$ cat config.mk
export PLATFORM = sky130hd
export DESIGN_NAME = ssw_top
export DESIGN_NICKNAME = d
export VERILOG_FILES = /design/src/core/ssw_pkg.sv /design/src/core/ssw_sync.sv /design/src/core/ssw_top.sv
export SDC_FILE = /design/constraint.sdc
export NUM_CORES = 1
export LEC_CHECK = 0
export BUFFER_PORTS_ARGS = -buffer_cell sky130_fd_sc_hd__buf_2
export CAP_MARGIN = 40
export CORE_MARGIN = 2
export CORE_UTILIZATION = 62
export CTS_BUF_LIST = sky130_fd_sc_hd__clkbuf_16
export CTS_CLUSTER_SIZE = 24
export DETAILED_ROUTE_END_ITERATION = 6
export PLACE_DENSITY = 0.81
export SYNTH_ARGS = -nofsm -noshare
export SYNTH_HDL_FRONTEND = slang
export SYNTH_SLANG_ARGS = --single-unit
$ cat constraint.sdc
create_clock -name clk_i -period 2.7 [get_ports clk_i]
set_input_delay 0.54 -clock clk_i [delete_from_list [all_inputs] [get_ports clk_i]]
set_output_delay 0.54 -clock clk_i [all_outputs]
set_load 0.005 [all_outputs]
$ cat src/core/ssw_pkg.sv
/*
  Constants shared by the supply supervisor and watchdog: clock rate, delay figures in their own units,
  the cycle counts derived from them, counter widths and reset values of the input synchroniser.
  Assumes a single 200 MHz clock that runs freely from power-up.
*/
// ============================================================
// supervisor constants
// ============================================================
package ssw_pkg;

  // clock rate; 64 bit so that the products below cannot overflow
  localparam longint unsigned CLK_HZ         = 64'd200_000_000;

  // delay figures as published, in their own units
  localparam longint unsigned RESET_PULSE_MS = 64'd300;   // typical release delay after last cause
  localparam longint unsigned RESET_MIN_MS   = 64'd140;   // least reset pulse width
  localparam longint unsigned WD_TIMEOUT_MS  = 64'd2400;  // watchdog timeout, 2.4 s
  localparam longint unsigned KICK_MIN_NS    = 64'd50;    // least kick pulse width

  // cycle counts; least times round up
  localparam longint unsigned RESET_CYC  = (CLK_HZ * RESET_PULSE_MS + 64'd999) / 64'd1000;
  localparam longint unsigned RESET_MIN_CYC = (CLK_HZ * RESET_MIN_MS + 64'd999) / 64'd1000;
  localparam longint unsigned WD_CYC     = (CLK_HZ * WD_TIMEOUT_MS) / 64'd1000;
  localparam longint unsigned KICK_CYC_L = (CLK_HZ * KICK_MIN_NS + 64'd999_999_999) / 64'd1_000_000_000;

  // counter widths
  localparam int CNT_W  = 32;
  localparam int KICK_W = 8;
  localparam logic [KICK_W-1:0] KICK_CYC = KICK_CYC_L[KICK_W-1:0];

  // synchroniser lanes and their values while reset is applied
  localparam int SYNC_W        = 5;
  localparam int LANE_SUPPLY   = 0;
  localparam int LANE_PF_SENSE = 1;
  localparam int LANE_MANUAL_N = 2;
  localparam int LANE_KICK     = 3;
  localparam int LANE_FLOAT    = 4;
  localparam logic [SYNC_W-1:0] SYNC_RST = 5'h16;  // supply bad, sense ok, manual idle, kick low, floating

  // watchdog states
  typedef enum logic [1:0] {
    SSW_WD_IDLE,
    SSW_WD_COUNT,
    SSW_WD_TIMEOUT
  } ssw_wd_state_t;

endpackage

$ cat src/core/ssw_sync.sv
/*
  Two-flop synchroniser for a group of independent asynchronous levels.
  Assumes each lane is a slow level; lanes are not coherent with one another.
*/
`timescale 1ns/1ps
// ============================================================
// level synchroniser
// ============================================================
module ssw_sync #(
  parameter int              W       = 1,
  parameter logic [W-1:0]    RST_VAL = '0
) (
  input  wire logic         clk_i,
  input  wire logic         reset_n_i,
  input  wire logic [W-1:0] async_i,
  output logic      [W-1:0] sync_o
);

  logic [W-1:0] meta_reg;

  // first stage feeds only the second stage
  always_ff @(posedge clk_i) begin
    if (!reset_n_i) begin
      meta_reg <= RST_VAL;
      sync_o   <= RST_VAL;
    end else begin
      meta_reg <= async_i;
      sync_o   <= meta_reg;
    end
  end

endmodule // ssw_sync

$ cat src/core/ssw_top.sv
/*
  Supply supervisor and watchdog: system reset generation from supply-good and manual reset,
  power-fail flag forwarding, and a watchdog on the kick input.
  Assumes the comparator results arrive as digital levels from analog blocks, asynchronous to clk_i,
  and that a floating-detector reports when the kick input is left open or three-stated.
*/
`timescale 1ns/1ps

module ssw_top #(
  parameter int unsigned RESET_CYC = int'(ssw_pkg::RESET_CYC),
  parameter int unsigned WD_CYC    = int'(ssw_pkg::WD_CYC)
) (
  input  wire logic clk_i,
  input  wire logic reset_n_i,
  input  wire logic supply_good_i,          // 1 = supply above reset threshold
  input  wire logic power_fail_sense_in_i,  // 1 = sensed voltage above reference
  input  wire logic manual_reset_n_i,
  input  wire logic watchdog_kick_in_i,
  input  wire logic watchdog_kick_float_i,  // 1 = kick input floating
  output logic      system_reset_n_o,
  output logic      power_fail_flag_n_o,
  output logic      watchdog_timeout_n_o
);

  // ============================================================
  // input synchronisation
  // ============================================================
  logic [ssw_pkg::SYNC_W-1:0] raw_w;
  logic [ssw_pkg::SYNC_W-1:0] sync_w;

  // gather the asynchronous levels into lanes
  assign raw_w[ssw_pkg::LANE_SUPPLY]   = supply_good_i;
  assign raw_w[ssw_pkg::LANE_PF_SENSE] = power_fail_sense_in_i;
  assign raw_w[ssw_pkg::LANE_MANUAL_N] = manual_reset_n_i;
  assign raw_w[ssw_pkg::LANE_KICK]     = watchdog_kick_in_i;
  assign raw_w[ssw_pkg::LANE_FLOAT]    = watchdog_kick_float_i;

  ssw_sync #(
    .W       (ssw_pkg::SYNC_W),
    .RST_VAL (ssw_pkg::SYNC_RST)
  ) u_sync (
    .clk_i     (clk_i),
    .reset_n_i (reset_n_i),
    .async_i   (raw_w),
    .sync_o    (sync_w)
  );

  logic supply_ok_w;
  logic pf_sense_ok_w;
  logic manual_active_w;
  logic kick_w;
  logic floating_w;
  assign supply_ok_w     = sync_w[ssw_pkg::LANE_SUPPLY];
  assign pf_sense_ok_w   = sync_w[ssw_pkg::LANE_PF_SENSE];
  assign manual_active_w = !sync_w[ssw_pkg::LANE_MANUAL_N];
  assign kick_w          = sync_w[ssw_pkg::LANE_KICK];
  assign floating_w      = sync_w[ssw_pkg::LANE_FLOAT];

  // ============================================================
  // system reset generation
  // ============================================================
  logic                      cause_w;
  logic [ssw_pkg::CNT_W-1:0] rst_cnt_reg;
  logic                      rst_active_reg;
  localparam logic [ssw_pkg::CNT_W-1:0] RST_LAST = ssw_pkg::CNT_W'(RESET_CYC - 1);

  // any cause keeps the delay restarting
  assign cause_w = !supply_ok_w || manual_active_w;

  // one counter serves all causes; because it restarts on every cause, the pulse always
  // lasts the full release delay, which exceeds the 140 ms floor and also debounces switches
  always_ff @(posedge clk_i) begin
    if (!reset_n_i) begin
      rst_cnt_reg    <= '0;
      rst_active_reg <= 1'b1;
    end else if (cause_w) begin
      rst_cnt_reg    <= '0;
      rst_active_reg <= 1'b1;
    end else if (rst_active_reg) begin
      if (rst_cnt_reg == RST_LAST) begin
        rst_active_reg <= 1'b0;
      end else begin
        rst_cnt_reg <= rst_cnt_reg + 1'b1;
      end
    end
  end

  // the output flop follows the active flag; the cause path adds one cycle of latency only
  always_ff @(posedge clk_i) begin
    if (!reset_n_i) begin
      system_reset_n_o <= 1'b0;
    end else begin
      system_reset_n_o <= !rst_active_reg && !cause_w;
    end
  end

  // ============================================================
  // power-fail flag
  // ============================================================
  // flag follows the comparator
  always_ff @(posedge clk_i) begin
    if (!reset_n_i) begin
      power_fail_flag_n_o <= 1'b1;
    end else begin
      power_fail_flag_n_o <= pf_sense_ok_w;
    end
  end

  // ============================================================
  // kick edge filter
  // ============================================================
  // a new level counts only after it has stood for the least pulse width, so glitches
  // shorter than that are not taken as activity
  logic                       kick_level_reg;
  logic [ssw_pkg::KICK_W-1:0] kick_cnt_reg;
  logic                       kick_edge_reg;

  always_ff @(posedge clk_i) begin
    if (!reset_n_i) begin
      kick_level_reg <= 1'b0;
      kick_cnt_reg   <= '0;
      kick_edge_reg  <= 1'b0;
    end else begin
      kick_edge_reg <= 1'b0;
      if (kick_w == kick_level_reg) begin
        kick_cnt_reg <= '0;
      end else if (kick_cnt_reg == ssw_pkg::KICK_CYC - 1'b1) begin
        kick_level_reg <= kick_w;
        kick_cnt_reg   <= '0;
        kick_edge_reg  <= 1'b1;
      end else begin
        kick_cnt_reg <= kick_cnt_reg + 1'b1;
      end
    end
  end

  // ============================================================
  // watchdog
  // ============================================================
  ssw_pkg::ssw_wd_state_t    wd_state_reg;
  logic [ssw_pkg::CNT_W-1:0] wd_cnt_reg;
  logic                      wd_off_w;
  localparam logic [ssw_pkg::CNT_W-1:0] WD_LAST = ssw_pkg::CNT_W'(WD_CYC - 1);

  assign wd_off_w = floating_w || rst_active_reg || cause_w;

  always_ff @(posedge clk_i) begin
    if (!reset_n_i || wd_off_w) begin
      wd_state_reg <= ssw_pkg::SSW_WD_IDLE;
      wd_cnt_reg   <= '0;
    end else begin
      case (wd_state_reg)
        ssw_pkg::SSW_WD_IDLE: begin
          if (kick_edge_reg) begin
            wd_state_reg <= ssw_pkg::SSW_WD_COUNT;
            wd_cnt_reg   <= '0;
          end
        end
        ssw_pkg::SSW_WD_COUNT: begin
          if (kick_edge_reg) begin
            wd_cnt_reg <= '0;
          end else if (wd_cnt_reg == WD_LAST) begin
            wd_state_reg <= ssw_pkg::SSW_WD_TIMEOUT;
          end else begin
            wd_cnt_reg <= wd_cnt_reg + 1'b1;
          end
        end
        ssw_pkg::SSW_WD_TIMEOUT: begin
          if (kick_edge_reg) begin
            wd_state_reg <= ssw_pkg::SSW_WD_COUNT;
            wd_cnt_reg   <= '0;
          end
        end
        default: begin
          wd_state_reg <= ssw_pkg::SSW_WD_IDLE;
          wd_cnt_reg   <= '0;
        end
      endcase
    end
  end

  // low supply forces the output low without stretching
  // the board may loop this output back into manual reset
  always_ff @(posedge clk_i) begin
    if (!reset_n_i) begin
      watchdog_timeout_n_o <= 1'b0;
    end else begin
      watchdog_timeout_n_o <= supply_ok_w && (wd_state_reg != ssw_pkg::SSW_WD_TIMEOUT);
    end
  end

endmodule // ssw_top

# Word level (Yosys, flattened, before mapping)
# Index checks and enable logic that the tools add are counted.
[classes]
addsub = 3
mul = 0
n_div = 0
n_lt_le_gt_ge = 0
eq_ne = 11
n_shift = 0
n_mux = 11
n_bitwise = 3
n_reduce_logical = 20
[op_table]
columns = ["op", "n"]
rows = [
  ["$mux 32", 3],
  ["$add 32x1->32 const B", 2],
  ["$pmux 32 s2", 1],
  ["$eq 32x26->1 const B", 1],
  ["$eq 32x29->1 const B", 1],
  ["$add 8x1->8 const B", 1],
  ["$eq 8x4->1 const B", 1],
  ["$mux 2", 3],
  ["$ne 2x2->1 const B", 3],
  ["$reduce_and 2->1", 3],
  ["$reduce_or 2->1", 3],
  ["$logic_not 1->1", 5],
  ["$logic_or 1x1->1", 4],
  ["$pmux 2 s2", 1],
  ["$mux 1", 3],
  ["$ne 3x3->1 const B", 1],
  ["$not 1->1", 3],
  ["$reduce_and 3->1", 1],
  ["$reduce_or 3->1", 1],
  ["$eq 2x1->1 const B", 1],
  ["$eq 2x2->1 const B", 1],
  ["$logic_and 1x1->1", 2],
  ["$logic_not 2->1", 1],
  ["$ne 2x1->1 const B", 1],
  ["$eq 1x1->1", 1],
]
[totals]
ff_bits = 90
latchBits = 0
ram_bits = 0
romBits = 0
output_inout_bits = 3
elab_cells = 60
memories = 0

# Logic depth before layout (Yosys ltp)
[logic_depth]
word_depth = 4
depth_mapped = 8
ltp_nobuf = 6

# Hierarchy
# From an unflattened synthesis, not the netlist that was laid out.
[hier_totals]
hier_cells = 527
area_unflattened_um2 = 4433.0
[modules_own_cells]
columns = ["mod", "n_inst", "cells_each", "area_each_um2", "seq_area_each_um2"]
rows = [
  ["ssw_top", 1, 507, 4170.2, 1601.5],
  ["ssw_sync", 1, 20, 262.8, 200.2],
]

# Worst setup path before layout
# No wires, ideal clock.
[synth_path]
path_type = "register -> register"
from = "register wd_cnt_reg[0] (netlist bit)"
to = "register wd_cnt_reg[27] (netlist bit)"
setup_ns = 0.117
t_arrival_ns = 1.865
t_required_ns = 2.583
path_slack_ns = 0.719
stages_incl_launch_ff = 9
path_buffers = 2
path_cell_list = "dfxtp_1 > ha_1 > nand2_1 > nor3_2 > and4_1 > buf_2 > buf_2 > nor3_1 > o22a_1"
[synth_between]
elab_chain_cells = 4
word_cells_on_any_way = 7
cone_classes = "add/sub: 1; eq/ne: 2; mux: 3; reduce/logical: 1"
[synth_rtl]
columns = ["element", "line_no", "rtl"]
rows = [
  ["start, declared", "ssw_top.sv:141", "logic [ssw_pkg::CNT_W-1:0] wd_cnt_reg;"],
  ["start signal, assigned", "ssw_top.sv:165", "wd_cnt_reg <= wd_cnt_reg + 1'b1;"],
  ["$add 32x1->32", "ssw_top.sv:165", ""],
  ["$mux 32", "ssw_top.sv:162", "end else if (wd_cnt_reg == WD_LAST) begin"],
  ["$mux 32", "ssw_top.sv:160", "if (kick_edge_reg) begin"],
  ["$pmux 32 s2", "ssw_top.sv:152", "case (wd_state_reg)"],
]
# Several ways; a longest one is shown, not always the timed one. The select of a mux whose other input is x is not followed.
# A chain may end at the register's enable or synchronous reset.

# Worst setup path after layout
[layout_path]
from = "register wd_cnt_reg[1] (netlist bit)"
to = "register wd_cnt_reg[26] (netlist bit)"
# The elaborated chain is that of the path after synthesis.

==> qor.yml <==
clocking:
  cts-buffers-inserted: 9
  cts_setup_buffers: 0
  tritoncts: "done"
  clock-sinks: 90
  clock_tree.buffer_depth: 2
  h_tree_depth: 3
  postCtsResizedCells: 0
  clock_insertion_delay_worst_skew_ns: 0.34
  cts.root.buffer_cell: "sky130_fd_sc_hd__clkbuf_16"
  worst_setup_hold_path_clk_slew_ns: 0.07
  cts_hold_buf: 0
critical_path:
  cp_cell_sequence: "ha_1, nand2_1, nor3_2, and4_1, buf_4, nor2_1, a311oi_1"
  timing.setup.critical_path_class: "reg2reg"
  critical_path.slowest_cell: "sky130_fd_sc_hd__and4_1"
  worst_path_dominant_cell_family: "simple AND/OR/NAND/NOR gates"
  r2r_end: "wd_cnt_reg[26]"
  critical_path.n_buffers_inverters: 1
  critPathMaxStageDelay_ns: 0.52
  start_kind: "flip-flop"
  timing.critical_path.to_type: "flip-flop"
  worstPathRequired_ns: 2.95
  r2r_cells: 7
  regToRegStartpoint: "wd_cnt_reg[1]"
  worstPathArrival_ns: 2.60
  r2r_slack_ns: 0.35
  timing.critical_path.fanout_max: 12
logic_synthesis:
  synth.top_cell.area_share: 0.399
  synth_seq_area_share: 0.399
  synth_seq_cells: 90
  synth.yosys.warnings: 0
  post_synth_main_area_contributors: "sky130_fd_sc_hd__dfxtp_1 40%, sky130_fd_sc_hd__nand3_1 5.0%, sky130_fd_sc_hd__nor2_1 4.1%"
  post_synth_edffs: 0
  syn_area_per_cell_um2: 8.52
  async_reset_ff_frac: 0
  synth_nets: 541
  yosys.area.top_type: "sky130_fd_sc_hd__dfxtp_1"
  postSynth.topFlopCell: "sky130_fd_sc_hd__dfxtp_1"
  postSynthCellCount: 530
  yosysUniqueCellTypes: 59
  post_synth_instance_area_um2: 4510
sta:
  clock_skew_ns: 0.00790
  hold_viol_final: 0
  tightest_slew_ns: 0.633
  period_share: 0.871
  report.final.setup_viol: 0
  unrepaired_setup_endpoints_after_global_routing: "false"
  final-max-slew-violation-count: 0
  normalized_max_slew_margin: 0.575
  fin_crit_ns: 2.35
  timing.setup.tns_ns: 0
  fmax_ghz: 0.425
drt:
  finalWirelength_mm: 10.8
  route.vias.total: 4270
  postRouteAntennaNets: 0
  detailedRoute.firstIterationViolations: 433
  residual_drc: 0
  post_drt_via_cell_ratio: 6.65
  drt_pass_1_iters: 5
  detail_route.wl_per_cell_um: 16.9
floorplan:
  placeableCoreArea_um2: 7140
  die_area_um2: 7980
  initial_core_util: 0.633
  floorplan.io_pins: 10
  floorplan.rows: 31
  die_h_um: 89.3
  die_w_um: 89.3
finish:
  drive_above_1_share: 0.114
  ant_diodes: 0
  flow.area_growth_from_synthesis_pct: 9.92
  layout.cells.non_filler: 642
  commonest_non_fill_non_tap_cell_in_the_layout: "sky130_fd_sc_hd__dfxtp_1"
  nets: 549
  final_cell_mix: "90 x sky130_fd_sc_hd__dfxtp_1, 49 x sky130_fd_sc_hd__nor2_1, 45 x sky130_fd_sc_hd__nand3_1"
  n_fill_cell: 582
placement:
  gpl.final_weighted_congestion: 0.926
  port_buf_inserts: 9
  post_placement_cell_count: 626
  place_hpwl_mm: 7.40
flow_run:
  drv_cap: 0
hold_path:
  whs_path_depth: 2
  worst_hold_path_type: "in2reg"
  endpoint_worst_hold: "u_sync.meta_reg[1]"
  hold_start: "power_fail_sense_in_i"
pwr:
  power_per_cell_area_nw_per_um2: 523
  power.ir.vdd_worst_mv: 0.385
  leakagePower_nw: 1.59
grt:
  grt_remaining_overflow: 0
  maximum_number_of_pins_on_one_net_before_global_route_repair: 32
  grt_antenna_before_repair: 0
  number_of_global_route_vias_before_repair: 3753
  wire_length_of_the_first_global_routing_pass_mm: 17.6
  grtUsageTotal: 0.280
outcome:
  status: "completed"
metal layers:
layer  GRT usage  vias to the layer above  routed length (um)  share of wire
met5           0                        -                   0              0
met4       0.123                        0                 248          0.023
met3      0.0499                       28                 805          0.074
met2       0.425                      202                5100           0.47
met1       0.389                     2019                4690           0.43
li1            -                     2021                   -              -
metrics by stage:
stage | instance area, um2 | util | total power [W] | worst slack, ns | hold WS, ns
after global placement | 4670 | 0.654 | 0.00139 | 0.503 | 0.392
after floorplan | 4510 | - | 0.00138 | 0.719 | 0.386
after detailed placement | 4670 | 0.654 | 0.00139 | 0.429 | 0.394
after CTS | 4960 | 0.695 | 0.00261 | 0.399 | 0.371
final | 4960 | 0.695 | 0.00259 | 0.347 | 0.372
after global routing | 4960 | 0.695 | 0.00267 | 0.200 | 0.375
worst max-delay path by stage:
stage	from	endpoint	slack [ns]	cells past startpoint
floorplan	wd_cnt_reg[0]	wd_cnt_reg[27]	0.72	8
global placement	wd_cnt_reg[11]	wd_cnt_reg[23]	0.50	5
detailed placement	wd_cnt_reg[1]	wd_cnt_reg[10]	0.43	7
CTS	wd_cnt_reg[1]	wd_cnt_reg[26]	0.40	7
global route	wd_cnt_reg[0]	wd_cnt_reg[26]	0.20	7
finish	wd_cnt_reg[1]	wd_cnt_reg[26]	0.35	7
layout make-up:
type                       count  area [um2]  share of cell area
clock inverter                 7        67.6              0.0136
multi-input combinational    404        2560               0.515
clock buffer                   9         225              0.0454
inverter                      10        37.5             0.00756
timing repair buffer          23         150              0.0303
sequential                    90        1800               0.363
tap                           99         124              0.0250
Yosys cell counts, drive strengths merged (7+ instances only):
cell type	number
nor4	24
or3	14
o21ai	31
inv	10
and4	7
xor2	9
nand2b	8
nor2	49
xnor2	12
nand3	45
nand4	25
clkbuf	16
nor4b	7
nor3	19
buf	10
a31oi	10
and2	8
nand2	32
a21oi	26
and3	12
o211ai	7
o31ai	10
dfxtp	90
logic make-up after synthesis:
family	share of synthesized area
AND/OR/NAND/NOR	0.359
AO/OA/AOI/OAI	0.151
flip-flops	0.399
buffers and inverters	0.0346
XOR/XNOR	0.0407
adder cells (fa/ha/maj)	0.0111
multiplexers	0.00443
where the power goes:
part	switching, W	internal, W	total [W]	leakage (nW)
Clock	0.000578	0.000652	0.00123	0.142
Sequential	0.00000365	0.00134	0.00134	0.727
Combinational	0.0000131	0.0000111	0.0000242	0.725
(Power assumes the default switching activity.)
